==> config.mk <==
export PLATFORM = sky130hd
export DESIGN_NAME = lafc_rx_end_flat
export DESIGN_NICKNAME = d
export VERILOG_FILES = /design/src/lafc_pkg.sv /design/src/lafc_link_if.sv /design/src/lafc_fifo.sv /design/src/lafc_rx_end.sv /design/src/flat_wrapper.sv
export SDC_FILE = /design/constraint.sdc
export NUM_CORES = 1
export LEC_CHECK = 0
export BUFFER_PORTS_ARGS = -buffer_cell sky130_fd_sc_hd__buf_4
export CAP_MARGIN = 25
export CORE_MARGIN = 3
export CORE_UTILIZATION = 30
export DETAILED_ROUTE_END_ITERATION = 7
export PLACE_DENSITY_LB_ADDON = 0.3
export SYNTH_ARGS = -nofsm -noshare
export SYNTH_HDL_FRONTEND = slang
export SYNTH_SLANG_ARGS = --single-unit
==> constraint.sdc <==
create_clock -name clk_sys -period 7.6 [get_ports clk_sys]
set_input_delay 0.76 -clock clk_sys [delete_from_list [all_inputs] [get_ports clk_sys]]
set_output_delay 0.76 -clock clk_sys [all_outputs]
set_load 0.1 [all_outputs]
==> src/lafc_pkg.sv <==
// Shared constants and state types for the link address field codec
`default_nettype none
package lafc_pkg;
  // Octet layout
  localparam int OCT_W = 8;
  localparam int ADR_W = 32;
  localparam int FIFO_W = 9;
  localparam int FIFO_D = 8;
  localparam int LAST_BIT = 8;
  // Marker value in the seven address bits of a wide-address marker
  localparam logic [6:0] MARK_VAL = 7'h7e;
  // Reserved zero address
  localparam logic [6:0] ZERO_ADR = 7'h00;
  // Qualifier bit meanings
  localparam logic EXT_MORE = 1'b0;
  localparam logic EXT_END = 1'b1;
  localparam logic CR_CMD = 1'b0;
  localparam logic CR_RSP = 1'b1;
  // Destination list limit and wide address byte index of the last byte
  localparam logic [4:0] DST_MAX = 5'h10;
  localparam logic [4:0] DST_NONE = 5'h00;
  localparam logic [1:0] BYTE_FIRST = 2'h0;
  localparam logic [1:0] BYTE_LAST = 2'h3;

  // Receiver states
  typedef enum logic [2:0] {
    PS_SRC = 3'h0,
    PS_SRC_ADR = 3'h1,
    PS_DST = 3'h2,
    PS_DST_ADR = 3'h3,
    PS_SKIP = 3'h4
  } lafc_rx_state_t;

  // Sender states
  typedef enum logic [2:0] {
    HS_IDLE = 3'h0,
    HS_SRC_HEAD = 3'h1,
    HS_SRC_ADR = 3'h2,
    HS_DST_WAIT = 3'h3,
    HS_DST_HEAD = 3'h4,
    HS_DST_ADR = 3'h5
  } lafc_tx_state_t;
endpackage : lafc_pkg
`default_nettype wire

==> src/lafc_link_if.sv <==
// Octet stream between the sending station and the receiving station
`timescale 1ns/10ps
`default_nettype none
interface lafc_link_if (
  input wire logic clk_sys  // System clock
);
  logic oct_valid;
  logic oct_ready;
  logic [7:0] oct_data;
  logic oct_last;

  // Sending station end
  modport tx (
    output oct_valid,
    output oct_data,
    output oct_last,
    input oct_ready
  );

  // Receiving station end
  modport rx (
    input oct_valid,
    input oct_data,
    input oct_last,
    output oct_ready
  );
endinterface : lafc_link_if
`default_nettype wire

==> src/lafc_fifo.sv <==
// Small synchronous FIFO with valid and ready on both sides
`timescale 1ns/10ps
`default_nettype none
module lafc_fifo #(
  parameter int WIDTH = 9,
  parameter int DEPTH = 8
) (
  input wire logic clk_sys,              // System clock
  input wire logic sys_rst,              // Synchronous reset
  input wire logic in_valid,             // Write request
  output logic in_ready,                 // Room for one word
  input wire logic [WIDTH-1:0] in_data,  // Write data
  output logic out_valid,                // Word available
  input wire logic out_ready,            // Reader takes word
  output logic [WIDTH-1:0] out_data      // Head word
);
  localparam int AW = $clog2(DEPTH);
  localparam logic [AW:0] CNT_FULL = (AW+1)'(DEPTH);
  localparam logic [AW:0] CNT_EMPTY = '0;

  logic [WIDTH-1:0] mem [DEPTH];
  logic [AW-1:0] wr_ptr, next_wr_ptr, rd_ptr, next_rd_ptr;
  logic [AW:0] count, next_count;
  logic next_in_ready, next_out_valid, push, pop;

  // Pointer and level update; flags are kept in flops
  always_comb
  begin
    push = in_valid & in_ready;
    pop = out_valid & out_ready;
    next_wr_ptr = push ? wr_ptr + 1'b1 : wr_ptr;
    next_rd_ptr = pop ? rd_ptr + 1'b1 : rd_ptr;
    next_count = count + {{AW{1'b0}}, push} - {{AW{1'b0}}, pop};
    next_in_ready = next_count != CNT_FULL;
    next_out_valid = next_count != CNT_EMPTY;
  end

  // Registered state
  always_ff @(posedge clk_sys)
  begin
    if (sys_rst)
    begin
      wr_ptr <= '0;
      rd_ptr <= '0;
      count <= '0;
      in_ready <= 1'b0;
      out_valid <= 1'b0;
    end
    else
    begin
      wr_ptr <= next_wr_ptr;
      rd_ptr <= next_rd_ptr;
      count <= next_count;
      in_ready <= next_in_ready;
      out_valid <= next_out_valid;
    end
  end

  // Storage
  always_ff @(posedge clk_sys)
  begin
    if (push)
      mem[wr_ptr] <= in_data;
  end

  assign out_data = mem[rd_ptr];
endmodule : lafc_fifo
`default_nettype wire

==> src/lafc_rx_end.sv <==
// Receiving end: parses source and destination address fields
//
// Contract
// - Single-octet lists of 1 to 16 destinations
// - Qualifier in bit 0, address above
// - Wide addresses four octets, specials one
// - Marker octet precedes every wide address
// - Source marker: value 126 plus C/R
// - Destination marker: value 126 plus extension
// - Extension 0: another entry follows
// - Extension 1 ends the destination list
// - Wide lists of 1 to 16 entries
// - Type carried in seven address bits
// - C/R is 0 command, 1 response
// - Zero destination skipped, list continues
// - Single source octet: C/R plus address
// - Single destination octet: extension plus address
// - One addressing width for the whole net; in wide mode the code also sends and takes one-octet destinations
`timescale 1ns/10ps
`default_nettype none
module lafc_rx_end (
  input wire logic clk_sys,       // System clock
  input wire logic sys_rst,       // Synchronous reset
  lafc_link_if.rx link,           // Octet stream from peer
  input wire logic wide_mode,     // Four-octet addressing net
  input wire logic accept_en,     // Parser may take octets
  output logic src_valid,         // Source address pulse
  output logic [31:0] src_addr,   // Source address
  output logic src_cr,            // 0 command, 1 response
  output logic src_wide,          // Source was wide
  output logic dst_valid,         // Destination pulse
  output logic [31:0] dst_addr,   // Destination address
  output logic dst_wide,          // Destination was wide
  output logic done,              // List ended cleanly
  output logic err                // Address error, frame dropped
);
  lafc_pkg::lafc_rx_state_t state, next_state;
  logic [4:0] cnt, next_cnt;
  logic [1:0] bcnt, next_bcnt;
  logic [31:0] shreg, next_shreg;
  logic ext, next_ext, cr, next_cr;
  logic next_src_valid, next_src_cr, next_src_wide;
  logic next_dst_valid, next_dst_wide, next_done, next_err;
  logic [31:0] next_src_addr, next_dst_addr;
  logic f_valid, f_ready, take, lst, ent_done, ent_ext;
  logic [8:0] f_data;
  logic [7:0] oct;
  logic is_mark;

  // ----------------------------------------------------------------
  // Octet buffer
  // ----------------------------------------------------------------
  lafc_fifo #(
    .WIDTH(lafc_pkg::FIFO_W),
    .DEPTH(lafc_pkg::FIFO_D)
  ) u_fifo (
    .clk_sys(clk_sys),
    .sys_rst(sys_rst),
    .in_valid(link.oct_valid),
    .in_ready(link.oct_ready),
    .in_data({link.oct_last, link.oct_data}),
    .out_valid(f_valid),
    .out_ready(f_ready),
    .out_data(f_data)
  );

  // ----------------------------------------------------------------
  // Field parser
  // ----------------------------------------------------------------
  // Next state and output values
  always_comb
  begin
    f_ready = accept_en;
    take = f_valid & accept_en;
    oct = f_data[7:0];
    lst = f_data[lafc_pkg::LAST_BIT];
    is_mark = wide_mode && (oct[7:1] == lafc_pkg::MARK_VAL);
    next_state = state;
    next_cnt = cnt;
    next_bcnt = bcnt;
    next_shreg = shreg;
    next_ext = ext;
    next_cr = cr;
    next_src_valid = 1'b0;
    next_src_addr = src_addr;
    next_src_cr = src_cr;
    next_src_wide = src_wide;
    next_dst_valid = 1'b0;
    next_dst_addr = dst_addr;
    next_dst_wide = dst_wide;
    next_done = 1'b0;
    next_err = 1'b0;
    ent_done = 1'b0;
    ent_ext = ext;
    if (take)
    begin
      unique case (state)
        lafc_pkg::PS_SRC:
        begin
          next_cnt = lafc_pkg::DST_NONE;
          if (is_mark)
          begin
            next_cr = oct[0];
            next_bcnt = lafc_pkg::BYTE_FIRST;
            next_state = lafc_pkg::PS_SRC_ADR;
          end
          else
          begin
            next_src_valid = 1'b1;
            next_src_addr = {25'h0000000, oct[7:1]};
            next_src_cr = oct[0];
            next_src_wide = 1'b0;
            next_state = lafc_pkg::PS_DST;
          end
          if (lst)
          begin
            next_src_valid = 1'b0;
            next_err = 1'b1;
            next_state = lafc_pkg::PS_SRC;
          end
        end
        lafc_pkg::PS_SRC_ADR:
        begin
          next_shreg = {shreg[23:0], oct};
          next_bcnt = bcnt + 1'b1;
          if (bcnt == lafc_pkg::BYTE_LAST)
          begin
            next_src_valid = 1'b1;
            next_src_addr = {shreg[23:0], oct};
            next_src_cr = cr;
            next_src_wide = 1'b1;
            next_state = lafc_pkg::PS_DST;
          end
          if (lst)
          begin
            next_src_valid = 1'b0;
            next_err = 1'b1;
            next_state = lafc_pkg::PS_SRC;
          end
        end
        lafc_pkg::PS_DST:
        begin
          next_cnt = cnt + 1'b1;
          if (is_mark)
          begin
            next_ext = oct[0];
            next_bcnt = lafc_pkg::BYTE_FIRST;
            next_state = lafc_pkg::PS_DST_ADR;
            if (lst)
            begin
              next_err = 1'b1;
              next_state = lafc_pkg::PS_SRC;
            end
          end
          else
          begin
            ent_done = 1'b1;
            ent_ext = oct[0];
            if (oct[7:1] != lafc_pkg::ZERO_ADR)
            begin
              next_dst_valid = 1'b1;
              next_dst_addr = {25'h0000000, oct[7:1]};
              next_dst_wide = 1'b0;
            end
          end
        end
        lafc_pkg::PS_DST_ADR:
        begin
          next_shreg = {shreg[23:0], oct};
          next_bcnt = bcnt + 1'b1;
          if (bcnt == lafc_pkg::BYTE_LAST)
          begin
            ent_done = 1'b1;
            next_dst_valid = 1'b1;
            next_dst_addr = {shreg[23:0], oct};
            next_dst_wide = 1'b1;
          end
          else if (lst)
          begin
            next_err = 1'b1;
            next_state = lafc_pkg::PS_SRC;
          end
        end
        lafc_pkg::PS_SKIP:
        begin
          if (lst)
            next_state = lafc_pkg::PS_SRC;
        end
        default:
        begin
          next_state = lafc_pkg::PS_SRC;
        end
      endcase
      if (ent_done)
      begin
        if (ent_ext == lafc_pkg::EXT_END)
        begin
          next_done = 1'b1;
          next_state = lst ? lafc_pkg::PS_SRC : lafc_pkg::PS_SKIP;
        end
        else if (next_cnt == lafc_pkg::DST_MAX)
        begin
          next_dst_valid = 1'b0;
          next_err = 1'b1;
          next_state = lst ? lafc_pkg::PS_SRC : lafc_pkg::PS_SKIP;
        end
        else if (lst)
        begin
          next_dst_valid = 1'b0;
          next_err = 1'b1;
          next_state = lafc_pkg::PS_SRC;
        end
        else
        begin
          next_state = lafc_pkg::PS_DST;
        end
      end
    end
  end

  // Parser registers
  always_ff @(posedge clk_sys)
  begin
    if (sys_rst)
    begin
      state <= lafc_pkg::PS_SRC;
      cnt <= lafc_pkg::DST_NONE;
      bcnt <= lafc_pkg::BYTE_FIRST;
      shreg <= '0;
      ext <= lafc_pkg::EXT_END;
      cr <= lafc_pkg::CR_CMD;
      src_valid <= 1'b0;
      src_addr <= '0;
      src_cr <= lafc_pkg::CR_CMD;
      src_wide <= 1'b0;
      dst_valid <= 1'b0;
      dst_addr <= '0;
      dst_wide <= 1'b0;
      done <= 1'b0;
      err <= 1'b0;
    end
    else
    begin
      state <= next_state;
      cnt <= next_cnt;
      bcnt <= next_bcnt;
      shreg <= next_shreg;
      ext <= next_ext;
      cr <= next_cr;
      src_valid <= next_src_valid;
      src_addr <= next_src_addr;
      src_cr <= next_src_cr;
      src_wide <= next_src_wide;
      dst_valid <= next_dst_valid;
      dst_addr <= next_dst_addr;
      dst_wide <= next_dst_wide;
      done <= next_done;
      err <= next_err;
    end
  end
endmodule : lafc_rx_end
`default_nettype wire

==> src/flat_wrapper.sv <==
// flat-port wrapper written by rule: the top's interface ports become plain ports
module lafc_rx_end_flat 
  (clk_sys, sys_rst, wide_mode, accept_en, src_valid, src_addr, src_cr, src_wide, dst_valid, dst_addr, dst_wide, done, err, link_oct_valid, link_oct_data, link_oct_last, link_oct_ready);
  lafc_link_if link_i (.clk_sys(clk_sys));
  input wire logic clk_sys;
  input wire logic sys_rst;
  input wire logic wide_mode;
  input wire logic accept_en;
  output logic src_valid;
  output logic [31:0] src_addr;
  output logic src_cr;
  output logic src_wide;
  output logic dst_valid;
  output logic [31:0] dst_addr;
  output logic dst_wide;
  output logic done;
  output logic err;
  input wire logic [$bits(link_i.oct_valid)-1:0] link_oct_valid;
  input wire logic [$bits(link_i.oct_data)-1:0] link_oct_data;
  input wire logic [$bits(link_i.oct_last)-1:0] link_oct_last;
  output wire logic [$bits(link_i.oct_ready)-1:0] link_oct_ready;
  assign link_i.oct_valid = link_oct_valid;
  assign link_i.oct_data = link_oct_data;
  assign link_i.oct_last = link_oct_last;
  assign link_oct_ready = link_i.oct_ready;
  lafc_rx_end u_core (.clk_sys(clk_sys), .sys_rst(sys_rst), .link(link_i), .wide_mode(wide_mode), .accept_en(accept_en), .src_valid(src_valid), .src_addr(src_addr), .src_cr(src_cr), .src_wide(src_wide), .dst_valid(dst_valid), .dst_addr(dst_addr), .dst_wide(dst_wide), .done(done), .err(err));
endmodule
==> flow_metrics.tcl, run 1 <==
set metrics [dict create \
    status "complete, no violations" \
    grt_use_total_pct 12.7 \
    clock_skew_ns 0.0141 \
    grt_max_degree 68 \
    slew_headroom_pct 33.3 \
    timing.critical_path.buf_inv 0 \
    grt_pass1_vias 4962 \
    antenna_found_initial 0 \
    avgViaCountPerCell 4.91 \
    grt_pass1_wl_mm 28.1 \
    gp_congestion 0.846 \
    fp.dieH_um 166 \
    yosys_warnings 0 \
    firstDrtPassIters 5 \
    yosysMostFrequentCell "dfxtp_1" \
    final_cell_area_mm2 0.00928 \
    worstPathMaxFanout 26 \
    antenna_left 0 \
    reg2reg_slack_ns 3.54 \
    die-area_mm2 0.0274 \
    cp_data_arrival_time_ns 4.44 \
    critPathLaunchType "flip-flop" \
    required_ns 7.98 \
    syn_area_mm2 0.00765 \
    cts_tree "yes" \
    avgSynthCellArea_um2 11.9 \
    io_buffers 85 \
    final_nets 737 \
    num_rows 57 \
    hp-class "flip-flop to flip-flop" \
    fin_util_pct 37.6 \
    post_cts_buffers 0 \
    finalCriticalPeriod_ns 4.06 \
    diodes 0 \
    finalSetupViolations 0 \
    syn-num-nets 664 \
    clock_path_buffers 2 \
    pwr_density_cell_mw_per_mm2 287 \
    cts_max_level 4 \
    route.vias.total 5163 \
    max_freq_mhz 246 \
    drcViolationCount 0 \
    clk_latency_ns 0.44 \
    initial_core_util_pct 31.0 \
    ys_top_cells_by_count "dfxtp_1, edfxtp_1, nand2_1, a22o_1, a21oi_1" \
    dp_hpwl_mm 11.6 \
    synth_largest_area_cell "dfxtp_1" \
    ioPinCount 86 \
    hold_viol_final 0 \
    fin_crit_sh_pct 53.5 \
    finalMaxSlewViolations 0 \
    synth_ff_type "dfxtp_1" \
    wl_per_cell_um 16.8 \
    tightest_slew_ns 0.993 \
    cts_buffers 17 \
    synth_top_area_share_pct 31.9 \
    critPathSlowestCell "o31ai_2" \
    synthCells 641 \
    root_buffer "clkbuf_16" \
    ys_ff_latch 194 \
    async_flop_share_pct 0 \
    power.leakage_uw 0.00343 \
    clock_sinks 194 \
    synth_area_leaders "dfxtp_1, edfxtp_1, a22o_1" \
    tns_ns 0 \
    core_area_mm2 0.0247 \
    fp.dieW_um 166 \
    rsz0062_at_grt "false" \
    path_cells "mux4_2 -> mux2_2 -> or2_0 -> o31ai_2 -> o21a_1 -> a22o_1" \
    max_stage_delay_ns 0.91 \
    synth.distinct_cells 62 \
    crit_path_end_kind "flip-flop" \
    critical_path.top_delay_family "compound AO/OA/AOI/OAI gates" \
    drive_above_1_share_pct 22.4 \
    hold_buffers 0 \
    wl_mm 17.6 \
    crit_type "flip-flop to flip-flop" \
    cts_resized 0 \
    drv_cap 0 \
    grt_overflow 0 \
    drt-initial-drc-count 388 \
    clkTransAtPathRegs_ns 0.07 \
    synth_edf_count 72 \
    area_growth_pct 21.3 \
    max-vdd-ir-drop_uv 125 \
    yosysSeqAreaShare_pct 60.2 \
    placed_area_mm2 0.00854 \
]
kinds of logic after synthesis:
group / count (synthesis) / synth area share (%)
fa+ha+maj: 9 / 1.57
simple gates: 182 / 11.5
compound gates: 155 / 14.8
buf+inv: 54 / 3.14
flops: 194 / 60.2
mux: 38 / 7.72
xor+xnor: 9 / 1.03
registers in the layout, summed over array words and instances, names as in the netlist, 2 cells and up, named ones only:
register              flops
u_core.bcnt               2
u_core.u_fifo.wr_ptr      3
u_core.u_fifo.count       4
u_core.dst_addr          32
u_core.u_fifo.mem        72
u_core.src_addr          32
u_core.shreg             24
u_core.u_fifo.rd_ptr      3
u_core.cnt                5
u_core.state              3
cell usage in the layout, fill, tap and decap left out, types with 4 or more instances in the layout:
master | synthesis | final
o21ai_0 | 14 | 14
edfxtp_1 | 72 | 72
xnor2_1 | 4 | 4
and4_1 | 4 | 4
a211oi_1 | 5 | 5
clkbuf_16 | 0 | 18
a22oi_1 | 5 | 5
nand2_1 | 63 | 63
nor3_1 | 16 | 12
a21o_1 | 4 | 4
clkinv_8 | 0 | 6
buf_4 | 0 | 91
inv_1 | 12 | 12
nor4_1 | 4 | 4
nor3_2 | 1 | 5
nand3_1 | 7 | 7
a22o_1 | 50 | 50
xor2_1 | 5 | 5
a31oi_1 | 5 | 5
mux2_2 | 7 | 7
nand2b_1 | 8 | 8
or3_1 | 9 | 9
ha_1 | 8 | 8
nand4_1 | 6 | 6
nor2_1 | 42 | 42
mux2i_1 | 14 | 14
nor2b_1 | 6 | 6
dfxtp_1 | 122 | 122
o31ai_1 | 6 | 6
a21oi_1 | 43 | 43
mux4_2 | 16 | 16
metrics by stage:
step	hold WS (ns)	power [uW]	cells	setup WS, ns
2_1_floorplan	0.437	1650	641	4.74
3_3_place_gp	0.453	1790	1012	3.59
3_5_place_dp	0.463	1790	1012	3.53
4_1_cts	0.478	2690	1044	3.53
5_1_grt	0.504	2790	1051	3.19
6_report	0.474	2660	1051	3.54
routing by layer:
metal / up-vias / track usage [%] / part of all wire (%)
met3: 17 / 3.15 / 4.0
met1: 2506 / 17.5 / 48
met5: - / 0 / 0
met2: 103 / 19.6 / 46
met4: 0 / 4.20 / 1.2
li1: 2537 / - / -
worst min-delay path: cells and delay by family (launching register included):
kind	cells	cell delay [ns]
compound gates	2	0.11
flops	1	0.32
path summary, 6_finish.rpt:
kind                            from             endpoint  depth (start not counted)
setup / recovery           flip-flop  u_core.src_addr[27]                          6
setup reg to reg           flip-flop  u_core.src_addr[27]                          6
hold reg to reg   u_core.dst_addr[1]   u_core.dst_addr[1]                          2
hold / removal    u_core.dst_addr[1]   u_core.dst_addr[1]                          2
final cells by class:
cell class | instances | area (um^2)
clock buffer | 18 | 450
clock inverter | 14 | 168
sequential | 194 | 4600
tap | 324 | 405
fill | 2454 | 15400
multi-input combinational | 393 | 2820
timing repair buffer | 95 | 777
inverter | 13 | 48.8
where the power goes:
group	total, uW	switching [uW]	leakage, uW	internal (uW)
clock	900	438	0.000301	463
combinational	590	406	0.00149	183
sequential	1170	38.5	0.00164	1130
(Power assumes the default switching activity.)
==> run 2: changes to the inputs <==
==> constraint.sdc (replaced) <==
create_clock -name clk_sys -period 3.86 [get_ports clk_sys]
set_input_delay 0.386 -clock clk_sys [delete_from_list [all_inputs] [get_ports clk_sys]]
set_output_delay 0.386 -clock clk_sys [all_outputs]
set_load 0.1 [all_outputs]
==> run 2 against run 1 <==
Compared with the run above:
- worst setup slack worse by 3.0 ns
- final cell count about the same
- cell area down 0.38%
- largest cell class unchanged
- largest power group unchanged
- highest routed layer unchanged
==> flow_metrics.tcl, run 2 (synthesis gave the netlist of run 1 again) <==
set metrics [dict create \
    status "complete, no violations" \
    top_register "u_core.u_fifo.mem" \
    area_growth_pct 20.8 \
    clock_skew_ns 0.0154 \
    crit_path_end_kind "flip-flop" \
    fp.dieH_um 166 \
    cts_tree "yes" \
    post_cts_buffers 0 \
    antenna_found_initial 0 \
    gp_congestion 0.844 \
    clkTransAtPathRegs_ns 0.08 \
    fin_crit_sh_pct 86.5 \
    grt_use_total_pct 13.1 \
    cts_max_level 4 \
    diodes 0 \
    ioPinCount 86 \
    cts_buffers 17 \
    die-area_mm2 0.0274 \
    grt_max_degree 68 \
    wl_per_cell_um 17.0 \
    path_cells "buf_4 -> mux4_2 -> mux2_2 -> or4_4 -> o41a_4 -> a31oi_4 -> buf_4 -> a22o_1" \
    antenna_left 0 \
    drive_above_1_share_pct 22.4 \
    drv_cap 0 \
    crit_path_frequent_cell "buf_4" \
    hold_buffers 0 \
    max_freq_mhz 299 \
    io_buffers 85 \
    route.vias.total 5178 \
    max_stage_delay_ns 0.56 \
    cts_resized 0 \
    worstPathMaxFanout 25 \
    firstDrtPassIters 4 \
    fin_cells 1052 \
    setup_ws_ns 0.520 \
    clock_sinks 194 \
    finalSetupViolations 0 \
    critPathSlowestCell "or4_4" \
    dp_hpwl_mm 11.9 \
    multi_input_area_mm2 0.00282 \
    grt_pass1_wl_mm 29.2 \
    initial_core_util_pct 31.0 \
    root_buffer "clkbuf_16" \
    num_rows 57 \
    max-vdd-ir-drop_uv 308 \
    core_area_mm2 0.0247 \
    placed_cells 1018 \
    tightest_slew_ns 1.03 \
    regArea_mm2 0.00460 \
    required_ns 4.22 \
    cp_data_arrival_time_ns 3.70 \
    dpl_worst_slack_ns 0.532 \
    reg.largest.list "u_core.u_fifo.mem x72, u_core.dst_addr x32, u_core.src_addr x32" \
    grt_pass1_vias 5087 \
    tns_ns 0 \
    finalCriticalPeriod_ns 3.34 \
    final_common_cell "dfxtp_1" \
    finalMaxSlewViolations 0 \
    avgViaCountPerCell 4.92 \
    grt_overflow 0 \
    final_nets 738 \
    rsz0062_at_grt "false" \
    timing.critical_path.buf_inv 2 \
    crit_type "flip-flop to flip-flop" \
    wl_mm 17.9 \
    critical_path.top_delay_family "multiplexers" \
    slew_headroom_pct 30.9 \
    fp.dieW_um 166 \
    pwr_density_cell_mw_per_mm2 577 \
    drcViolationCount 0 \
    critPathLaunchType "flip-flop" \
    power.leakage_uw 0.00342 \
    clock_path_buffers 2 \
    largest_register_ffs 72 \
    n_fill_cell 2383 \
    clk_latency_ns 0.43 \
    hold_viol_final 0 \
    drt-initial-drc-count 369 \
    final_cell_mix "dfxtp_1, buf_4, edfxtp_1" \
    hp-class "input port to flip-flop" \
]
-- run 2: changes by cell type in the layout (fill, tap and decap cells not counted), sizes merged --
cell	before	now
buf	95	96
bufinv	0	2
clkinv	9	4
inv	18	21
-- run 2: worst paths after layout --
kind                                       start                       to  slack, ns  cells past startpoint
worst min-delay path            link_oct_data[6]  u_core.u_fifo.mem[5][6]       0.19                      1
worst max register to register         flip-flop      u_core.dst_addr[27]       0.52                      8
worst min register to register   u_core.src_wide          u_core.src_wide       0.46                      1
worst max-delay path                   flip-flop      u_core.dst_addr[27]       0.52                      8
-- run 2: metal layers --
metal | global-route usage (%) | up-vias | share of wire (%) | wire length [um]
met2 | 20.9 | 119 | 47 | 8390
met3 | 3.27 | 11 | 4.3 | 768
met5 | 0 | - | 0 | 0
met1 | 18.0 | 2505 | 48 | 8600
met4 | 3.18 | 0 | 0.94 | 168
li1 | - | 2543 | - | -
-- run 2: stage by stage --
| step | utilization (%) | instance area [um^2] | total power (uW) | hold WS [ns] |
|---|---|---|---|---|
| 6_report | 37.5 | 9240 | 5330 | 0.187 |
| 5_1_grt | 37.5 | 9240 | 5600 | 0.176 |
| 3_5_place_dp | 34.8 | 8590 | 3540 | 0.446 |
| 3_3_place_gp | 34.8 | 8590 | 3530 | 0.445 |
| 2_1_floorplan | - | 7650 | 3260 | 0.437 |
| 4_1_cts | 37.3 | 9200 | 5390 | 0.173 |
-- run 2: power by group --
group          internal (uW)  total (uW)  switching [uW]
combinational            371        1170             797
clock                    995        1840             849
sequential              2230        2320            83.1
-- run 2: final cells by class --
type	instances	share of cell area, %
clock inverter	14	1.98
tap	324	4.39
sequential	194	49.8
timing repair buffer	96	8.10
multi-input combinational	393	30.6
inverter	13	0.528
clock buffer	18	4.64
-- run 2: worst reg2reg max path: stages, from the launching register on --
cell and delay (ns):
dfxtp_1 0.39, buf_4 0.31, mux4_2 0.55, mux2_2 0.36, or4_4 0.56, o41a_4 0.41
a31oi_4 0.18, buf_4 0.31, a22o_1 0.20
==> run 3: changes to the inputs <==
--- a/config.mk
+++ b/config.mk
@@ -9,6 +9,7 @@
 export CAP_MARGIN = 25
 export CORE_MARGIN = 3
 export CORE_UTILIZATION = 30
+export CTS_BUF_LIST = sky130_fd_sc_hd__clkbuf_8
 export DETAILED_ROUTE_END_ITERATION = 7
 export PLACE_DENSITY_LB_ADDON = 0.3
 export SYNTH_ARGS = -nofsm -noshare
==> run 3 against run 2 <==
Compared with the run above:
- worst setup slack improved by 0.0037 ns
- clock-buffer cell count fell by 1
- combinational power barely moved
- largest power group unchanged
- via count rose by 0.70%
- clock skew rose by 0.0077 ns
- largest cell class unchanged
==> flow_metrics.tcl, run 3 (synthesis gave the netlist of run 1 again) <==
set metrics [dict create \
    worstPathMaxFanout 25 \
    p_sw_uw 1670 \
    pwr_density_cell_mw_per_mm2 539 \
    clock_skew_ns 0.0231 \
    reg.largest.list "u_core.u_fifo.mem x72, u_core.dst_addr x32, u_core.src_addr x32" \
    max_freq_mhz 300 \
    status "complete, no violations" \
    slew_headroom_pct 31.8 \
    clock_path_buffers 2 \
    core_area_mm2 0.0247 \
    top_register "u_core.u_fifo.mem" \
    root_buffer "clkbuf_8" \
    fp.dieW_um 166 \
    avgViaCountPerCell 4.96 \
    drive_above_1_share_pct 22.4 \
    firstDrtPassIters 5 \
    placed_cells 1018 \
    grt_max_degree 68 \
    drv_cap 0 \
    switching_share_pct 34.2 \
    io_buffers 85 \
    finalCriticalPeriod_ns 3.34 \
    fp.dieH_um 166 \
    seqPwrFrac_pct 47.4 \
    hold_viol_final 0 \
    area_growth_pct 18.5 \
    dp_hpwl_mm 11.9 \
    critPathLaunchType "flip-flop" \
    hold_buffers 0 \
    drcViolationCount 0 \
    diodes 0 \
    final_common_cell "dfxtp_1" \
    grt_pass1_vias 5074 \
    grt_use_total_pct 13.0 \
    max-vdd-ir-drop_uv 321 \
    num_rows 57 \
    wl_per_cell_um 16.9 \
    antenna_left 0 \
    initial_core_util_pct 31.0 \
    tightest_slew_ns 1.02 \
    finalMaxSlewViolations 0 \
    busiest_layer "met2" \
    drt-initial-drc-count 417 \
    power_frac_clock_pct 28.8 \
    cts_resized 0 \
    clk_latency_ns 0.46 \
    clock_sinks 194 \
    final_cell_mix "dfxtp_1, buf_4, edfxtp_1" \
    post_cts_buffers 0 \
    crit_path_end_kind "flip-flop" \
    cp_data_arrival_time_ns 3.72 \
    rsz0062_at_grt "false" \
    combPwrFrac_pct 23.8 \
    die-area_mm2 0.0274 \
    fin_crit_sh_pct 86.4 \
    cts_tree "yes" \
    crit_type "flip-flop to flip-flop" \
    clkTransAtPathRegs_ns 0.11 \
    use_met3_pct 3.29 \
    antenna_found_initial 0 \
    fin_cells 1052 \
    tns_ns 0 \
    route.vias.total 5214 \
    wl_mm 17.7 \
    gp_congestion 0.844 \
    cts_buffers 17 \
    ioPinCount 86 \
    finalSetupViolations 0 \
    cts_max_level 4 \
    largest_register_ffs 72 \
    grt_overflow 0 \
    required_ns 4.25 \
    internal-power_uw 3220 \
    grt_pass1_wl_mm 29.1 \
    power.leakage_uw 0.00334 \
    met1_usage_pct 17.9 \
    hp-class "input port to flip-flop" \
    gr-usage-met2_pct 20.8 \
    final_nets 738 \
]
[run 3: cell count changes in the layout (fill, tap and decap cells not counted)]
| cell | before | now |
|---|---|---|
| buf_16 | 1 | 2 |
| buf_8 | 1 | 0 |
| clkbuf_1 | 1 | 0 |
| clkbuf_16 | 17 | 0 |
| clkbuf_8 | 0 | 17 |
| inv_1 | 12 | 13 |
[run 3: worst max-delay path: stages (launching register included)]
cell     delay, ns
dfxtp_1       0.40
buf_4         0.30
mux4_2        0.55
mux2_2        0.36
or4_4         0.56
o41a_4        0.41
a31oi_4       0.18
buf_4         0.31
a22o_1        0.18
[run 3: per-stage QoR]
step                setup WS [ns]  power [uW]  cell area [um^2]  util (%)  hold slack, ns
floorplan                    1.00        3260              7650         -           0.437
global placement            0.605        3530              8590      34.8           0.445
detailed placement          0.532        3540              8590      34.8           0.446
CTS                         0.500        4940              9010      36.5           0.129
global route                0.350        5150              9060      36.7           0.120
finish                      0.523        4890              9060      36.7           0.159
[run 3: routing by layer]
layer / routed length (um) / share of wire, %
met4: 172 / 0.97
met2: 8240 / 46
met5: 0 / 0
met1: 8580 / 48
met3: 748 / 4.2
[run 3: power by group through the flow]
| stage | Combinational, uW | Clock [uW] | Sequential [uW] |
|---|---|---|---|
| final | 1170 | 1410 | 2320 |
| after global routing | 1270 | 1550 | 2330 |
| after CTS | 1180 | 1450 | 2320 |
| after detailed placement | 1170 | 0 | 2370 |
| after global placement | 1170 | 0 | 2360 |
| after floorplan | 669 | 0 | 2590 |
[run 3: area by class of cell]
class,count,area (um^2)
timing repair buffer,96,761
sequential,194,4600
multi-input combinational,393,2820
clock inverter,15,186
inverter,13,48.8
tap,324,405
clock buffer,17,234
fill,2408,15600
[run 3: worst paths after layout]
| path | start | end | slack (ns) | depth (start not counted) |
|---|---|---|---|---|
| min reg2reg | u_core.cr | u_core.cr | 0.47 | 2 |
| max reg2reg | flip-flop | u_core.dst_addr[27] | 0.52 | 8 |
| max | flip-flop | u_core.dst_addr[27] | 0.52 | 8 |
| min | link_oct_data[6] | u_core.u_fifo.mem[5][6] | 0.16 | 1 |
